===== src/rtl/fbc_pkg.sv =====
// Constants and types shared by the flash bank command controller.
package fbc_pkg;
	// ==========================================================
	// Widths and timing
	localparam int FA_W = 23;
	localparam int FD_W = 32;
	localparam int CLK_NS = 100;
	localparam int T_WP_NS = 35;
	localparam int T_ACC_NS = 120;
	localparam int T_RP_NS = 500;
	localparam int WP_CYC = (T_WP_NS + CLK_NS - 1) / CLK_NS;
	localparam int ACC_CYC = (T_ACC_NS + CLK_NS - 1) / CLK_NS;
	localparam int RP_CYC = (T_RP_NS + CLK_NS - 1) / CLK_NS;
	localparam int BANK_LSB = 21;
	// ==========================================================
	// Software register map and fields
	localparam logic [7:0] REG_CMD = 8'h00;
	localparam logic [7:0] REG_ADDR = 8'h04;
	localparam logic [7:0] REG_DATA = 8'h08;
	localparam logic [7:0] REG_STAT = 8'h0C;
	localparam logic [7:0] REG_RDATA = 8'h10;
	localparam int CMD_OP_LSB = 0;
	localparam int CMD_ACC_BIT = 8;
	localparam int ST_BUSY_BIT = 0;
	localparam int ST_ERR_BIT = 1;
	localparam int ST_TLIM_BIT = 2;
	localparam int ST_MODE_LSB = 4;
	localparam int ST_SUSP_BIT = 6;
	localparam int ST_RDY_BIT = 7;
	localparam logic [FA_W-1:0] ADDR_RST = 23'h0000;
	localparam logic [FD_W-1:0] DATA_RST = 32'h0000_0000;
	// ==========================================================
	// Unlock cycles and command codes, both halves of the word
	localparam logic [FA_W-1:0] UNL1_ADDR = 23'h0555;
	localparam logic [FA_W-1:0] UNL2_ADDR = 23'h02AA;
	localparam logic [FD_W-1:0] UNL1_DATA = 32'h00AA_00AA;
	localparam logic [FD_W-1:0] UNL2_DATA = 32'h0055_0055;
	localparam logic [FD_W-1:0] CD_RESET = 32'h00F0_00F0;
	localparam logic [FD_W-1:0] CD_AUTOSEL = 32'h0090_0090;
	localparam logic [FD_W-1:0] CD_SEC_ENTER = 32'h0088_0088;
	localparam logic [FD_W-1:0] CD_SEC_EXIT = 32'h0090_0090;
	localparam logic [FD_W-1:0] CD_EXIT_TAIL = 32'h0000_0000;
	localparam logic [FD_W-1:0] CD_PROGRAM = 32'h00A0_00A0;
	localparam logic [FD_W-1:0] CD_BYP_ENTER = 32'h0020_0020;
	localparam logic [FD_W-1:0] CD_BYP_PROG = 32'h00A0_00A0;
	localparam logic [FD_W-1:0] CD_BYP_RESET = 32'h0090_0090;
	localparam logic [FD_W-1:0] CD_SUSPEND = 32'h00B0_00B0;
	localparam logic [FD_W-1:0] CD_RESUME = 32'h0030_0030;
	// ==========================================================
	// Types
	typedef enum logic [3:0] {
		OP_NONE, OP_RESET, OP_AUTOSEL, OP_SEC_ENTER, OP_SEC_EXIT, OP_PROGRAM,
		OP_BYP_ENTER, OP_BYP_PROG, OP_BYP_RESET, OP_SUSPEND, OP_RESUME,
		OP_READ, OP_HW_RESET
	} fbc_op_t;
	typedef enum logic [1:0] {MD_READ, MD_AUTO, MD_SECURE, MD_BYPASS} fbc_mode_t;
	typedef enum logic [2:0] {
		ST_IDLE, ST_WSET, ST_WLOW, ST_WEND, ST_RSET, ST_RWAIT, ST_HRST
	} fbc_state_t;
endpackage


===== src/rtl/fbc_host.sv =====
// Host controller that issues command sequences to a multi-bank flash.
// Functional notes
// Wrong or out-of-order cycles may confuse the device; host then writes reset.
// Device takes the address at the later falling edge of strobe or select.
// Device takes the data at the earlier rising edge of strobe or select.
// After power-up every bank reads array data without any command.
// Finished program or erase returns the bank to array read.
// Erase-suspend-read gives array data outside suspended sectors, status inside.
// Reset command returns banks to read or erase-suspend-read; address ignored.
// Reset aborts an unstarted erase sequence; ignored once erasure runs.
// Reset aborts an unstarted program sequence; ignored once programming runs.
// On the time-limit flag during program or erase the host writes reset.
// Two unlocks then bank address with autoselect enter identification mode.
// Autoselect only from read or suspend-read, never while other bank busy.
// Identification mode is left only by reset, back to previous read mode.
// Three cycles enter the secure region, four cycles leave it.
// No secure access while busy; no bypass or acceleration inside secure region.
// Word program is two unlocks, set-up, then address with data.
// Commands during embedded program are ignored; completion seen by polling.
// Hardware reset aborts programming; program again once bank reads array.
// Programming cannot turn a 0 into a 1; only erase can.
// Unlock bypass entry is two unlocks then 20h; bypass program is A0h, data.
// Bypass mode accepts only bypass program and two-cycle bypass reset.
// High voltage on the protect pin forces bypass; only for accelerated programming.
// Erase suspend is B0h written with the bank address.
// Unlock values and command codes are held as configurable constants.
module fbc_host
	import fbc_pkg::*;
(
	input wire logic core_clk,
	input wire logic rst,
	input wire logic ce,
	input wire logic [7:0] sw_addr,
	input wire logic [31:0] sw_wdata,
	input wire logic sw_wr,
	input wire logic sw_rd,
	output logic [31:0] sw_rdata,
	output logic [FA_W-1:0] fl_addr,
	input wire logic [FD_W-1:0] fl_dq_in,
	output logic [FD_W-1:0] fl_dq_out,
	output logic fl_dq_oe_n,
	output logic fl_cs_n,
	output logic fl_we_n,
	output logic fl_oe_n,
	output logic fl_reset_n,
	input wire logic ready_busy_n,
	output logic accel_hv_en
);
	// ==========================================================
	// Command tables
	function automatic logic [1:0] seq_last(fbc_op_t op);
		case (op)
			OP_AUTOSEL, OP_SEC_ENTER, OP_BYP_ENTER: seq_last = 2'd2;
			OP_SEC_EXIT, OP_PROGRAM: seq_last = 2'd3;
			OP_BYP_PROG, OP_BYP_RESET: seq_last = 2'd1;
			default: seq_last = 2'd0;
		endcase
	endfunction

	function automatic logic [FA_W+FD_W-1:0] seq_word(fbc_op_t op, logic [1:0] s,
		logic [FA_W-1:0] a, logic [FD_W-1:0] d);
		logic [FA_W-1:0] bank;
		logic [FD_W-1:0] code;
		bank = {a[FA_W-1:BANK_LSB], UNL1_ADDR[BANK_LSB-1:0]};
		case (op)
			OP_AUTOSEL: code = CD_AUTOSEL;
			OP_SEC_ENTER: code = CD_SEC_ENTER;
			OP_SEC_EXIT: code = CD_SEC_EXIT;
			OP_PROGRAM: code = CD_PROGRAM;
			default: code = CD_BYP_ENTER;
		endcase
		case (op)
			OP_RESET: seq_word = {a, CD_RESET};
			OP_SUSPEND: seq_word = {a, CD_SUSPEND};
			OP_RESUME: seq_word = {a, CD_RESUME};
			OP_BYP_PROG: seq_word = (s == 2'd0) ? {a, CD_BYP_PROG} : {a, d};
			OP_BYP_RESET: seq_word = (s == 2'd0) ? {a, CD_BYP_RESET} : {a, CD_EXIT_TAIL};
			default:
			begin
				// Unlock, unlock, command, then optional fourth word.
				case (s)
					2'd0: seq_word = {UNL1_ADDR, UNL1_DATA};
					2'd1: seq_word = {UNL2_ADDR, UNL2_DATA};
					2'd2: seq_word = {(op == OP_AUTOSEL) ? bank : UNL1_ADDR, code};
					default: seq_word = (op == OP_PROGRAM) ? {a, d} : {a, CD_EXIT_TAIL};
				endcase
			end
		endcase
	endfunction

	function automatic logic op_legal(fbc_op_t op, fbc_mode_t m);
		case (op)
			OP_RESET: op_legal = (m != MD_BYPASS);
			OP_AUTOSEL, OP_SUSPEND, OP_RESUME: op_legal = (m == MD_READ);
			OP_SEC_ENTER, OP_BYP_ENTER: op_legal = (m == MD_READ);
			OP_SEC_EXIT: op_legal = (m == MD_SECURE);
			OP_PROGRAM: op_legal = (m == MD_READ) || (m == MD_SECURE);
			OP_BYP_PROG, OP_BYP_RESET: op_legal = (m == MD_BYPASS);
			OP_READ, OP_HW_RESET: op_legal = 1'b1;
			default: op_legal = 1'b0;
		endcase
	endfunction

	// ==========================================================
	// State
	fbc_state_t st_r;
	fbc_op_t op_r;
	fbc_mode_t mode_r;
	logic [1:0] step_r;
	logic [3:0] cnt_r;
	logic poll_r, susp_r, err_r, tlim_r, accel_en_r;
	logic [FA_W-1:0] addr_r, fl_addr_r;
	logic [FD_W-1:0] data_r, rdata_r, fl_dq_out_r;
	logic [31:0] sw_rdata_r;
	logic fl_dq_oe_n_r, fl_cs_n_r, fl_we_n_r, fl_oe_n_r, fl_reset_n_r, accel_hv_en_r;

	// ==========================================================
	// Decode
	wire fbc_op_t req_op = fbc_op_t'(sw_wdata[CMD_OP_LSB +: 4]);
	wire wr_cmd = sw_wr && (sw_addr == REG_CMD);
	wire wr_stat = sw_wr && (sw_addr == REG_STAT);
	wire idle = (st_r == ST_IDLE);
	wire go = wr_cmd && (req_op != OP_NONE) && idle && op_legal(req_op, mode_r);
	wire refuse = wr_cmd && (req_op != OP_NONE) && !go;
	wire wp_done = (cnt_r == 4'(WP_CYC));
	wire acc_done = (cnt_r == 4'(ACC_CYC));
	wire rp_done = (cnt_r == 4'(RP_CYC - 1));
	wire seq_end = (st_r == ST_WEND) && (step_r == seq_last(op_r));
	wire sample = (st_r == ST_RWAIT) && acc_done;
	wire prog_ok = ready_busy_n && (fl_dq_in[7] == data_r[7]);
	wire tlim_hit = sample && poll_r && !prog_ok && fl_dq_in[5];
	wire [7:0] status = {ready_busy_n, susp_r, 2'(mode_r), 1'b0, tlim_r, err_r, !idle};
	wire [31:0] rd_mux = (sw_addr == REG_CMD) ? {23'h0, accel_en_r, 4'h0, 4'(op_r)} :
		(sw_addr == REG_ADDR) ? 32'(addr_r) :
		(sw_addr == REG_DATA) ? data_r :
		(sw_addr == REG_STAT) ? {24'h0, status} :
		(sw_addr == REG_RDATA) ? rdata_r : 32'h0000_0000;

	// ==========================================================
	// Software registers
	always_ff @(posedge core_clk)
	begin
		if (rst)
		begin
			addr_r <= ADDR_RST;
			data_r <= DATA_RST;
			accel_en_r <= 1'b0;
			err_r <= 1'b0;
			tlim_r <= 1'b0;
			sw_rdata_r <= 32'h0000_0000;
			accel_hv_en_r <= 1'b0;
		end
		else if (ce)
		begin
			if (sw_wr && sw_addr == REG_ADDR && idle)
				addr_r <= sw_wdata[FA_W-1:0];
			if (sw_wr && sw_addr == REG_DATA && idle)
				data_r <= sw_wdata;
			if (wr_cmd)
				accel_en_r <= sw_wdata[CMD_ACC_BIT];
			// A refusal or a time-out arriving with the clear still sets the flag.
			err_r <= refuse || (err_r && !(wr_stat && sw_wdata[ST_ERR_BIT]));
			tlim_r <= tlim_hit || (tlim_r && !(wr_stat && sw_wdata[ST_TLIM_BIT]));
			sw_rdata_r <= sw_rd ? rd_mux : 32'h0000_0000;
			accel_hv_en_r <= accel_en_r && (mode_r == MD_BYPASS);
		end
	end

	// ==========================================================
	// Bus cycle sequencer
	always_ff @(posedge core_clk)
	begin
		if (rst)
		begin
			st_r <= ST_IDLE;
			op_r <= OP_NONE;
			mode_r <= MD_READ;
			step_r <= 2'd0;
			cnt_r <= 4'h0;
			poll_r <= 1'b0;
			susp_r <= 1'b0;
			rdata_r <= DATA_RST;
			fl_addr_r <= ADDR_RST;
			fl_dq_out_r <= DATA_RST;
			fl_dq_oe_n_r <= 1'b1;
			fl_cs_n_r <= 1'b1;
			fl_we_n_r <= 1'b1;
			fl_oe_n_r <= 1'b1;
			fl_reset_n_r <= 1'b1;
		end
		else if (ce)
		begin
			case (st_r)
				ST_IDLE:
				begin
					cnt_r <= 4'h0;
					step_r <= 2'd0;
					if (go)
					begin
						op_r <= req_op;
						if (req_op == OP_READ)
							st_r <= ST_RSET;
						else if (req_op == OP_HW_RESET)
						begin
							fl_reset_n_r <= 1'b0;
							st_r <= ST_HRST;
						end
						else
							st_r <= ST_WSET;
					end
				end
				ST_WSET:
				begin
					{fl_addr_r, fl_dq_out_r} <= seq_word(op_r, step_r, addr_r, data_r);
					fl_cs_n_r <= 1'b0;
					fl_dq_oe_n_r <= 1'b0;
					cnt_r <= 4'h0;
					st_r <= ST_WLOW;
				end
				ST_WLOW:
				begin
					// Strobe falls after select and address settle.
					cnt_r <= cnt_r + 4'h1;
					fl_we_n_r <= wp_done;
					if (wp_done)
						st_r <= ST_WEND;
				end
				ST_WEND:
				begin
					// Strobe rose first, so data is taken while still driven.
					fl_cs_n_r <= 1'b1;
					fl_dq_oe_n_r <= 1'b1;
					step_r <= step_r + 2'd1;
					st_r <= ST_WSET;
					if (seq_end)
					begin
						st_r <= ST_IDLE;
						case (op_r)
							OP_RESET, OP_SEC_EXIT, OP_BYP_RESET: mode_r <= MD_READ;
							OP_AUTOSEL: mode_r <= MD_AUTO;
							OP_SEC_ENTER: mode_r <= MD_SECURE;
							OP_BYP_ENTER: mode_r <= MD_BYPASS;
							OP_SUSPEND: susp_r <= 1'b1;
							OP_RESUME: susp_r <= 1'b0;
							default: ;
						endcase
						if (op_r == OP_PROGRAM || op_r == OP_BYP_PROG)
						begin
							poll_r <= 1'b1;
							st_r <= ST_RSET;
						end
					end
				end
				ST_RSET:
				begin
					fl_addr_r <= addr_r;
					fl_cs_n_r <= 1'b0;
					fl_oe_n_r <= 1'b0;
					cnt_r <= 4'h0;
					st_r <= ST_RWAIT;
				end
				ST_RWAIT:
				begin
					cnt_r <= cnt_r + 4'h1;
					if (acc_done)
					begin
						rdata_r <= fl_dq_in;
						fl_cs_n_r <= 1'b1;
						fl_oe_n_r <= 1'b1;
						st_r <= ST_IDLE;
						if (poll_r && prog_ok)
							poll_r <= 1'b0;
						else if (tlim_hit)
						begin
							poll_r <= 1'b0;
							op_r <= OP_RESET;
							step_r <= 2'd0;
							st_r <= ST_WSET;
						end
						else if (poll_r)
							st_r <= ST_RSET;
					end
				end
				ST_HRST:
				begin
					cnt_r <= cnt_r + 4'h1;
					if (rp_done)
					begin
						fl_reset_n_r <= 1'b1;
						mode_r <= MD_READ;
						susp_r <= 1'b0;
						poll_r <= 1'b0;
						st_r <= ST_IDLE;
					end
				end
				default: st_r <= ST_IDLE;
			endcase
		end
	end

	assign sw_rdata = sw_rdata_r;
	assign fl_addr = fl_addr_r;
	assign fl_dq_out = fl_dq_out_r;
	assign fl_dq_oe_n = fl_dq_oe_n_r;
	assign fl_cs_n = fl_cs_n_r;
	assign fl_we_n = fl_we_n_r;
	assign fl_oe_n = fl_oe_n_r;
	assign fl_reset_n = fl_reset_n_r;
	assign accel_hv_en = accel_hv_en_r;

	logic [3:0] hr_cnt_r;
	always_ff @(posedge core_clk)
	begin
		if (rst || fl_reset_n_r)
			hr_cnt_r <= 4'h0;
		else if (ce)
			hr_cnt_r <= hr_cnt_r + 4'h1;
	end
endmodule


===== config.mk =====
export PLATFORM = sky130hd
export DESIGN_NAME = fbc_host
export DESIGN_NICKNAME = d
export VERILOG_FILES = /design/src/rtl/fbc_pkg.sv /design/src/rtl/fbc_host.sv
export SDC_FILE = /design/constraint.sdc
export NUM_CORES = 1
export LEC_CHECK = 0
export BUFFER_PORTS_ARGS = -buffer_cell sky130_fd_sc_hd__buf_2
export CAP_MARGIN = 20
export CELL_PAD_IN_SITES_DETAIL_PLACEMENT = 0
export CELL_PAD_IN_SITES_GLOBAL_PLACEMENT = 2
export CORE_ASPECT_RATIO = 1.75
export CORE_UTILIZATION = 32
export DETAILED_ROUTE_END_ITERATION = 8
export MAX_ROUTING_LAYER = met4
export PLACE_DENSITY_LB_ADDON = 0.08
export SYNTH_ARGS = -nofsm -noshare
export SYNTH_HDL_FRONTEND = slang
export SYNTH_SLANG_ARGS = --single-unit

===== constraint.sdc =====
create_clock -name core_clk -period 2.64 [get_ports core_clk]
set_input_delay 0.396 -clock core_clk [delete_from_list [all_inputs] [get_ports core_clk]]
set_output_delay 0.396 -clock core_clk [all_outputs]
set_load 0.03 [all_outputs]

==> flow_metrics.tcl, run 1 <==
set metrics [dict create \
    synth_area_mm2 0.00902 \
    wl_per_cell_um 20.0 \
    final_nets 1410 \
    setup_violations 0 \
    synth-seq-cells 200 \
    path_clk_slew_ns 0.07 \
    startpoint_type "flop" \
    gr-total-overflow 0 \
    cts_buffers 17 \
    numClockSinks 200 \
    gp_congestion 0.895 \
    ir_worst_vdd_uv 469 \
    worst_ep_arrival_time_ns 2.69 \
    portBuffers 170 \
    vias_per_cell 5.15 \
    first_pass_iters 5 \
    dp_hpwl_um 25500 \
    yosys-top-cells-count "265 x nand2_1, 200 x dfxtp_1, 159 x a21oi_1" \
    combPwrFrac_pct 4.6 \
    power_mw 6.06 \
    grt_start_max_net_pins 76 \
    fillerInstances 2998 \
    fin_crit_sh_pct 86.9 \
    drc 0 \
    hold_buffers 0 \
    path_class "flop to flop" \
    slew-limit-headroom_pct 42.9 \
    power.density_mw_per_mm2 546 \
    p_int_mw 4.60 \
    cp.required_ns 3.04 \
    worstReg2RegStart "st_r[0]$_SDFFE_PP0P_" \
    crit_fanout 20 \
    clockPowerShare_pct 45.6 \
    drive_above_1_share_pct 21.2 \
    rsz0062_at_grt "false" \
    post-route-min-period_ns 2.29 \
    die-area_mm2 0.0289 \
    p_sw_share_pct 24.1 \
    power.switching_mw 1.46 \
    yosysTopAreaCell "dfxtp_1" \
    yosysUniqueCellTypes 74 \
    cts_tree "built" \
    slew_viol_final 0 \
    die_w_um 129 \
    die_y_um 224 \
    finalHoldViolations 0 \
    power.static_leakage_nw 4.09 \
    synth_area_leaders "dfxtp_1 44%, nand2_1 11%, a21oi_1 8.8%, a22oi_1 4.3%, nor2_1 3.9%" \
    critPathCaptureType "flop" \
    post_cts_buffers 0 \
    syn_nets 1252 \
    post-place-ws_ns 0.205 \
    maxCapViolCount 0 \
    cts-htree-levels 4 \
    post_synth_inst_count 1166 \
    avgSynthCellArea_um2 7.73 \
    ant_nets 0 \
    crit_chain "inv_1, or3_1, nand2b_1, buf_4, nor3_1, a32o_1" \
    first_global_vias 8892 \
    synth_mux_area_share_pct 0.666 \
    num_vias 8821 \
    rrSetupSlack_ns 0.35 \
    power_frac_seq_pct 49.8 \
    area_growth_pct 23.1 \
    drt-total-wl_um 34300 \
    cts_resized 0 \
    synth_fa_ha_area_share_pct 1.11 \
    hold_class "input port to flop" \
    yosys_most_used_dff "dfxtp_1" \
    clockBufferDepth 2 \
    cp-startpoint "st_r[0]$_SDFFE_PP0P_" \
    clk_latency_ns 0.46 \
    ys_seq_area_share_pct 44.4 \
    start_util_pct 32.4 \
    yosys.area_share.xor_xnor_pct 0.777 \
    synthSimpleGateAreaFrac_pct 24.4 \
    status "finished clean" \
    grt_pass1_wl_um 52300 \
    drt_iter0_drc 434 \
    synth_enable_flop_cells 0 \
    row_count 81 \
    skew_ns 0.00960 \
    fin_ws_ns 0.346 \
    core_area_mm2 0.0279 \
    finalSetupTns_ns 0 \
    worstMarginPinSlew_ns 0.850 \
    ios 171 \
    worstHoldStart "fl_dq_in[24]" \
    yosysTopAreaCellShare_pct 44.4 \
    max_stage_delay_ns 0.60 \
    slowest_stage "dfxtp_1" \
    yosys_warnings 0 \
    synth_top_family_by_area "simple AND/OR/NAND/NOR gates" \
    synth_compound_area_share_pct 23.5 \
    fmax_mhz 436 \
    grtUsageTotal_pct 25.4 \
    async_flop_share_pct 0 \
    yosysMostFrequentCell "nand2_1" \
    antenna_found_initial 2 \
    ctsRootBufferMaster "clkbuf_16" \
]
layout make-up:
class	instances	area [µm²]	share of cell area, %
diodes	2	5.00	0.0451
clock buffers	21	470	4.24
clock inverters	11	135	1.22
inverters	21	78.8	0.710
multi-input cells	856	4570	41.2
flip-flops and latches	200	4000	36.1
well taps	373	467	4.20
repair buffers	228	1370	12.3
cells in the final DEF (no fill, tap or decap), types with 4 or more instances in the layout:
cell       instances
nand2_1          265
dfxtp_1          200
buf_2            169
a21oi_1          159
nor2_1            92
a22oi_1           52
buf_4             52
o21ai_0           44
nand3_1           40
inv_1             18
nor3_1            18
clkbuf_16         17
nand2b_1          13
a211oi_1          12
or3_1              9
nor2b_1            9
ha_1               8
o22ai_1            7
o211ai_1           7
mux2i_1            6
nand3b_1           6
o21a_1             6
buf_12             6
and3_1             5
o21ai_1            5
a31oi_1            5
o2111ai_1          4
a211o_1            4
nor3_2             4
nor4b_1            4
xnor2_1            4
xor2_1             4
per-layer routing:
metal | share of wire (%) | GRT usage, % | wire (µm)
met1 | 37 | 25.6 | 12800
met2 | 55 | 46.3 | 18800
met3 | 3.5 | 4.13 | 1210
met4 | 4.4 | 13.1 | 1520
met5 | 0 | - | 0
state kept, by name (all words and copies together) (netlist names), 3 cells and up:
name	cells
fl_dq_out	32
sw_rdata	32
data_r	32
cnt_r	4
rdata_r	32
st_r	3
addr_r	23
fl_addr	23
op_r	4
per-stage QoR:
stage / cells / utilization (%) / cell area [µm²] / hold slack, ns
after floorplan: 1166 / - / 9020 / 0.437
after global placement: 1678 / 37.6 / 10500 / 0.435
after detailed placement: 1678 / 37.6 / 10500 / 0.443
after CTS: 1710 / 39.8 / 11100 / 0.144
after global routing: 1712 / 39.8 / 11100 / 0.157
final: 1712 / 39.8 / 11100 / 0.164
critical path, delay by kind of cell (launching register included):
family	cells	cell delay (ns)
AND/OR/NAND/NOR	3	0.97
flip-flops	1	0.60
buffers and inverters	2	0.45
AO/OA/AOI/OAI	1	0.22
worst paths after layout:
kind / end / depth (start not counted)
setup / recovery: fl_dq_out[6]$_SDFFE_PP0P_ / 6
hold / removal: rdata_r[24]$_SDFFE_PP0P_ / 3
setup reg to reg: fl_dq_out[6]$_SDFFE_PP0P_ / 6
hold reg to reg: fl_addr[2]$_SDFFE_PP0P_ / 2
power by group through the flow:
stage               sequential, mW  combinational [mW]  clock (mW)
floorplan                     3.09               0.132           0
global placement              3.09               0.280           0
detailed placement            3.09               0.278           0
CTS                           3.02               0.279        2.84
global route                  3.02               0.296        2.95
finish                        3.02               0.276        2.76
kinds of logic after synthesis:
kind of cell             after synthesis
AO/OA/AOI/OAI                        343
XOR/XNOR                               8
adder cells (fa/ha/maj)                8
buffers and inverters                110
flip-flops                           200
multiplexers                           6
AND/OR/NAND/NOR                      491
(Power assumes the default switching activity.)
==> run 2, diff against run 1 <==
Settings changed: CORE_ASPECT_RATIO 1.75 to 1.1.
==> flow_metrics.tcl, run 2 (synthesized netlist as in run 1, its figures left out) <==
set metrics [dict create \
    status "finished clean" \
    start_util_pct 32.5 \
    fillerInstances 2934 \
    grtUsageTotal_pct 23.6 \
    num_vias 8794 \
    grt_start_max_net_pins 161 \
    gr-total-overflow 0 \
    power.static_leakage_nw 4.11 \
    finalSetupTns_ns 0 \
    p_sw_share_pct 26.1 \
    power.switching_mw 1.62 \
    r2r_end "op_r[0]$_SDFFE_PP0P_" \
    grt_pass1_wl_um 50200 \
    portBuffers 170 \
    critPathCaptureType "flop" \
    ant_nets 0 \
    crit_fanout 7 \
    combPwrFrac_pct 4.4 \
    cts_resized 0 \
    drt_iter0_drc 660 \
    hold_class "input port to flop" \
    cts_buffers 17 \
    slew-limit-headroom_pct 40.5 \
    skew_ns 0.0190 \
    power_frac_seq_pct 48.6 \
    rrSetupSlack_ns 0.29 \
    fin_ws_ns 0.293 \
    dp_hpwl_um 23700 \
    reg2reg_depth 10 \
    cp.required_ns 2.97 \
    first_pass_iters 8 \
    cts_tree "built" \
    ir_worst_vdd_uv 338 \
    worstReg2RegStart "cnt_r[0]$_SDFFE_PP0P_" \
    maxCapViolCount 0 \
    clockBufferDepth 2 \
    drive_above_1_share_pct 21.4 \
    power.density_mw_per_mm2 559 \
    power_mw 6.22 \
    clk_latency_ns 0.45 \
    drc 0 \
    cts-htree-levels 4 \
    numClockSinks 200 \
    final_nets 1412 \
    rsz0062_at_grt "false" \
    wl_per_cell_um 19.2 \
    ios 171 \
    antenna_found_initial 3 \
    hold_buffers 0 \
    setup_violations 0 \
    worstHoldStart "fl_dq_in[28]" \
    area_growth_pct 23.3 \
    final_common_cell "nand2_1" \
    ctsRootBufferMaster "clkbuf_16" \
    drt-total-wl_um 32700 \
    p_int_mw 4.60 \
    cp-startpoint "cnt_r[0]$_SDFFE_PP0P_" \
    finalHoldViolations 0 \
    worst_ep_arrival_time_ns 2.68 \
    final_cell_mix "265 x nand2_1, 200 x dfxtp_1, 169 x buf_2, 159 x a21oi_1, 92 x nor2_1" \
    fin_crit_sh_pct 88.9 \
    post-place-ws_ns 0.272 \
    core_area_mm2 0.0278 \
    gp_congestion 0.882 \
    post-route-min-period_ns 2.35 \
    worstMarginPinSlew_ns 0.893 \
    slew_viol_final 0 \
    clockPowerShare_pct 47.1 \
    die_y_um 178 \
    first_global_vias 8287 \
    fmax_mhz 426 \
    fin_hold_ws_ns 0.167 \
    row_count 64 \
    vias_per_cell 5.16 \
    die_w_um 162 \
    post_cts_buffers 0 \
    die-area_mm2 0.0289 \
    whs_path_depth 3 \
    path_class "flop to flop" \
    path_clk_slew_ns 0.09 \
    startpoint_type "flop" \
    min_to "rdata_r[28]$_SDFFE_PP0P_" \
]
-- run 2: layer usage --
layer	global-route usage, %	wire, µm	up-vias
met5	-	0	-
li1	-	-	4379
met2	37.6	15400	228
met4	7.67	762	0
met3	4.25	1520	39
met1	30.3	15000	4148
-- run 2: how the worst max path moves through the flow --
stage,end,slack [ns],cells after the start
2_1_floorplan,addr_r[10]$_SDFFE_PP0P_,0.56,8
5_1_grt,op_r[0]$_SDFFE_PP0P_,0.09,10
4_1_cts,op_r[0]$_SDFFE_PP0P_,0.27,9
3_5_place_dp,op_r[0]$_SDFFE_PP0P_,0.27,8
3_3_place_gp,sw_rdata[7]$_SDFFE_PP0P_,0.23,6
6_report,op_r[0]$_SDFFE_PP0P_,0.29,10
-- run 2: final cells by class --
type,count,area (µm²),area share [%]
clock buffer,17,425,3.82
timing repair buffer,230,1350,12.1
tap,363,454,4.08
multi-input combinational,856,4570,41.1
antenna,3,7.51,0.0675
inverter,21,78.8,0.709
sequential,200,4000,36.0
clock inverter,15,236,2.13
-- run 2: power groups by stage --
stage / Combinational (mW) / Sequential (mW) / Clock, mW
6_report: 0.272 / 3.02 / 2.93
3_5_place_dp: 0.273 / 3.09 / 0
3_3_place_gp: 0.275 / 3.09 / 0
4_1_cts: 0.274 / 3.02 / 2.98
5_1_grt: 0.296 / 3.02 / 3.12
2_1_floorplan: 0.132 / 3.09 / 0
-- run 2: critical path, cell delays in order, from the launching register on --
cell and delay (ns):
dfxtp_1 0.37, inv_1 0.10, ha_1 0.16, or3b_1 0.42, a2111oi_0 0.34, buf_4 0.20, o21ai_0 0.08, a21oi_2 0.12
buf_4 0.15, nor2_1 0.05, nor3_1 0.24
-- run 2: through the flow --
step	instance area (µm²)	std cells	utilization [%]
3_5_place_dp	10400	1669	37.6
6_report	11100	1705	40.0
3_3_place_gp	10400	1668	37.6
4_1_cts	11100	1701	40.0
5_1_grt	11100	1705	40.0
2_1_floorplan	9020	1166	-
==> run 3, diff against run 2 <==
Settings changed: ABC_AREA set to 1, CORE_UTILIZATION 32 to 31, GPL_ROUTABILITY_DRIVEN set to 1.
==> flow_metrics.tcl, run 3 <==
set metrics [dict create \
    status "finished clean" \
    gp_congestion 0.866 \
    fin_hold_ws_ns 0.194 \
    yosysTopAreaCell "dfxtp_1" \
    whs_path_depth 3 \
    final_cell_mix "215 x nand2_1, 200 x dfxtp_1, 181 x nor2_1, 170 x buf_2, 158 x o21ai_0" \
    numClockSinks 200 \
    yosysUniqueCellTypes 42 \
    synth_area_mm2 0.00934 \
    fmax_mhz 474 \
    yosys-top-cells-count "215 x nand2_1, 200 x dfxtp_1, 181 x nor2_1" \
    ys_seq_area_share_pct 42.9 \
    drc 0 \
    ant_nets 0 \
    post_cts_buffers 0 \
    finalSetupTns_ns 0 \
    grtUsageTotal_pct 22.9 \
    path_class "flop to flop" \
    grt_start_max_net_pins 68 \
    avgSynthCellArea_um2 7.02 \
    finalHoldViolations 0 \
    clockBufferDepth 2 \
    fin_crit_sh_pct 79.9 \
    drive_above_1_share_pct 19.2 \
    post_synth_inst_count 1330 \
    power.density_mw_per_mm2 543 \
    yosysTopAreaCellShare_pct 42.9 \
    fillerInstances 3244 \
    yosysMostFrequentCell "nand2_1" \
    skew_ns 0.0200 \
    die_w_um 167 \
    startpoint_type "flop" \
    synth_enable_flop_cells 0 \
    cts_tree "built" \
    crit_fanout 18 \
    async_flop_share_pct 0 \
    grt_pass1_wl_um 52000 \
    path_clk_slew_ns 0.09 \
    cts_buffers 17 \
    slowest_stage "dfxtp_1" \
    critPathCaptureType "flop" \
    power.static_leakage_nw 5.10 \
    final_common_cell "nand2_1" \
    final_nets 1564 \
    reg2reg_depth 6 \
    die-area_mm2 0.0308 \
    ir_worst_vdd_uv 302 \
    cts-htree-levels 4 \
    portBuffers 170 \
    area_growth_pct 19.7 \
    num_vias 9200 \
    rsz0062_at_grt "false" \
    row_count 66 \
    syn_nets 1416 \
    n_antenna_cell 0 \
    worst_ep_arrival_time_ns 2.45 \
    setup_violations 0 \
    slew_viol_final 0 \
    ios 171 \
    vias_per_cell 4.93 \
    maxCapViolCount 0 \
    ctsRootBufferMaster "clkbuf_16" \
    worstMarginPinSlew_ns 0.856 \
    yosys_most_used_dff "dfxtp_1" \
    cp.required_ns 2.98 \
    drt-total-wl_um 33900 \
    die_y_um 184 \
    hold_class "input port to flop" \
    max_stage_delay_ns 0.58 \
    first_pass_iters 5 \
    first_global_vias 8850 \
    dp_hpwl_um 24800 \
    synth-seq-cells 200 \
    hold_buffers 0 \
    start_util_pct 31.6 \
    core_area_mm2 0.0296 \
    post-route-min-period_ns 2.11 \
    antenna_found_initial 0 \
    wl_per_cell_um 18.2 \
    yosys_warnings 0 \
    clk_latency_ns 0.45 \
    crit_chain "nand3_4, nor2_4, nand2_1, buf_4, o21ai_0, nor2_1" \
    synth_area_leaders "dfxtp_1 43%, nand2_1 8.6%, o21ai_0 8.5%, a21oi_1 8.1%, nor2_1 7.3%" \
    final_util_pct 37.8 \
    gr-total-overflow 0 \
    cts_resized 0 \
    drt_iter0_drc 534 \
    slew-limit-headroom_pct 42.9 \
]
run 3: cell count changes in the layout (fill, tap and decap cells not counted), moves of 31 or more:
cell,previous run,this run
nand2_1,265,215
buf_4,57,26
inv_1,18,123
nor2_1,92,181
a22oi_1,52,0
o21ai_0,44,158
run 3: final timing paths:
| path | startpoint | slack (ns) | end |
|---|---|---|---|
| setup / recovery | st_r[2]$_SDFFE_PP0P_ | 0.53 | rdata_r[16]$_SDFFE_PP0P_ |
| hold / removal | fl_dq_in[18] | 0.19 | rdata_r[18]$_SDFFE_PP0P_ |
| setup reg to reg | st_r[2]$_SDFFE_PP0P_ | 0.53 | rdata_r[16]$_SDFFE_PP0P_ |
| hold reg to reg | rdata_r[23]$_SDFFE_PP0P_ | 0.46 | rdata_r[23]$_SDFFE_PP0P_ |
run 3: logic make-up after synthesis:
family / Yosys count / synth area share (%)
xor+xnor: 2 / 0.188
compound gates: 385 / 22.1
simple gates: 522 / 24.5
buf+inv: 213 / 9.22
fa+ha+maj: 8 / 1.07
flops: 200 / 42.9
run 3: per-layer routing:
layer | share of wire, % | GRT usage, % | wire length (µm) | up-vias
met5 | 0 | - | 0 | -
met4 | 1.6 | 6.09 | 556 | 0
met3 | 3.7 | 2.73 | 1260 | 28
met2 | 48 | 38.5 | 16200 | 200
met1 | 47 | 29.1 | 15900 | 4283
li1 | - | - | - | 4689
run 3: layout make-up:
cell class                      instances  area, µm²  area share (%)
Inverter                              144        544            4.87
Tap cell                              374        468            4.19
Timing Repair Buffer                  198       1090            9.72
Clock inverter                         15        174            1.56
Sequential cell                       200       4000            35.8
Multi-Input combinational cell        917       4470            40.0
Clock buffer                           17        425            3.81
run 3: where the power goes:
group          switching (mW)  leakage, nW  internal [mW]
clock                    1.43        0.295           1.29
sequential            0.00623         1.61           3.02
combinational           0.222         3.19         0.0987
total                    1.66         5.10           4.41
run 3: critical path: cells and delay by family (launching register included):
kind / cells / cell delay, ns
and+or+nand+nor: 4 / 0.82
DFF: 1 / 0.58
buffers and inverters: 1 / 0.36
AOI/OAI and AO/OA: 1 / 0.25
run 3: through the flow:
stage	power, mW	cell area (µm²)	std cells	setup slack, ns
after floorplan	3.27	9340	1330	1.00
after global placement	3.42	10600	1833	0.396
after detailed placement	3.42	10600	1833	0.375
after CTS	6.13	11200	1865	0.491
after global routing	6.30	11200	1865	0.301
final	6.06	11200	1865	0.531
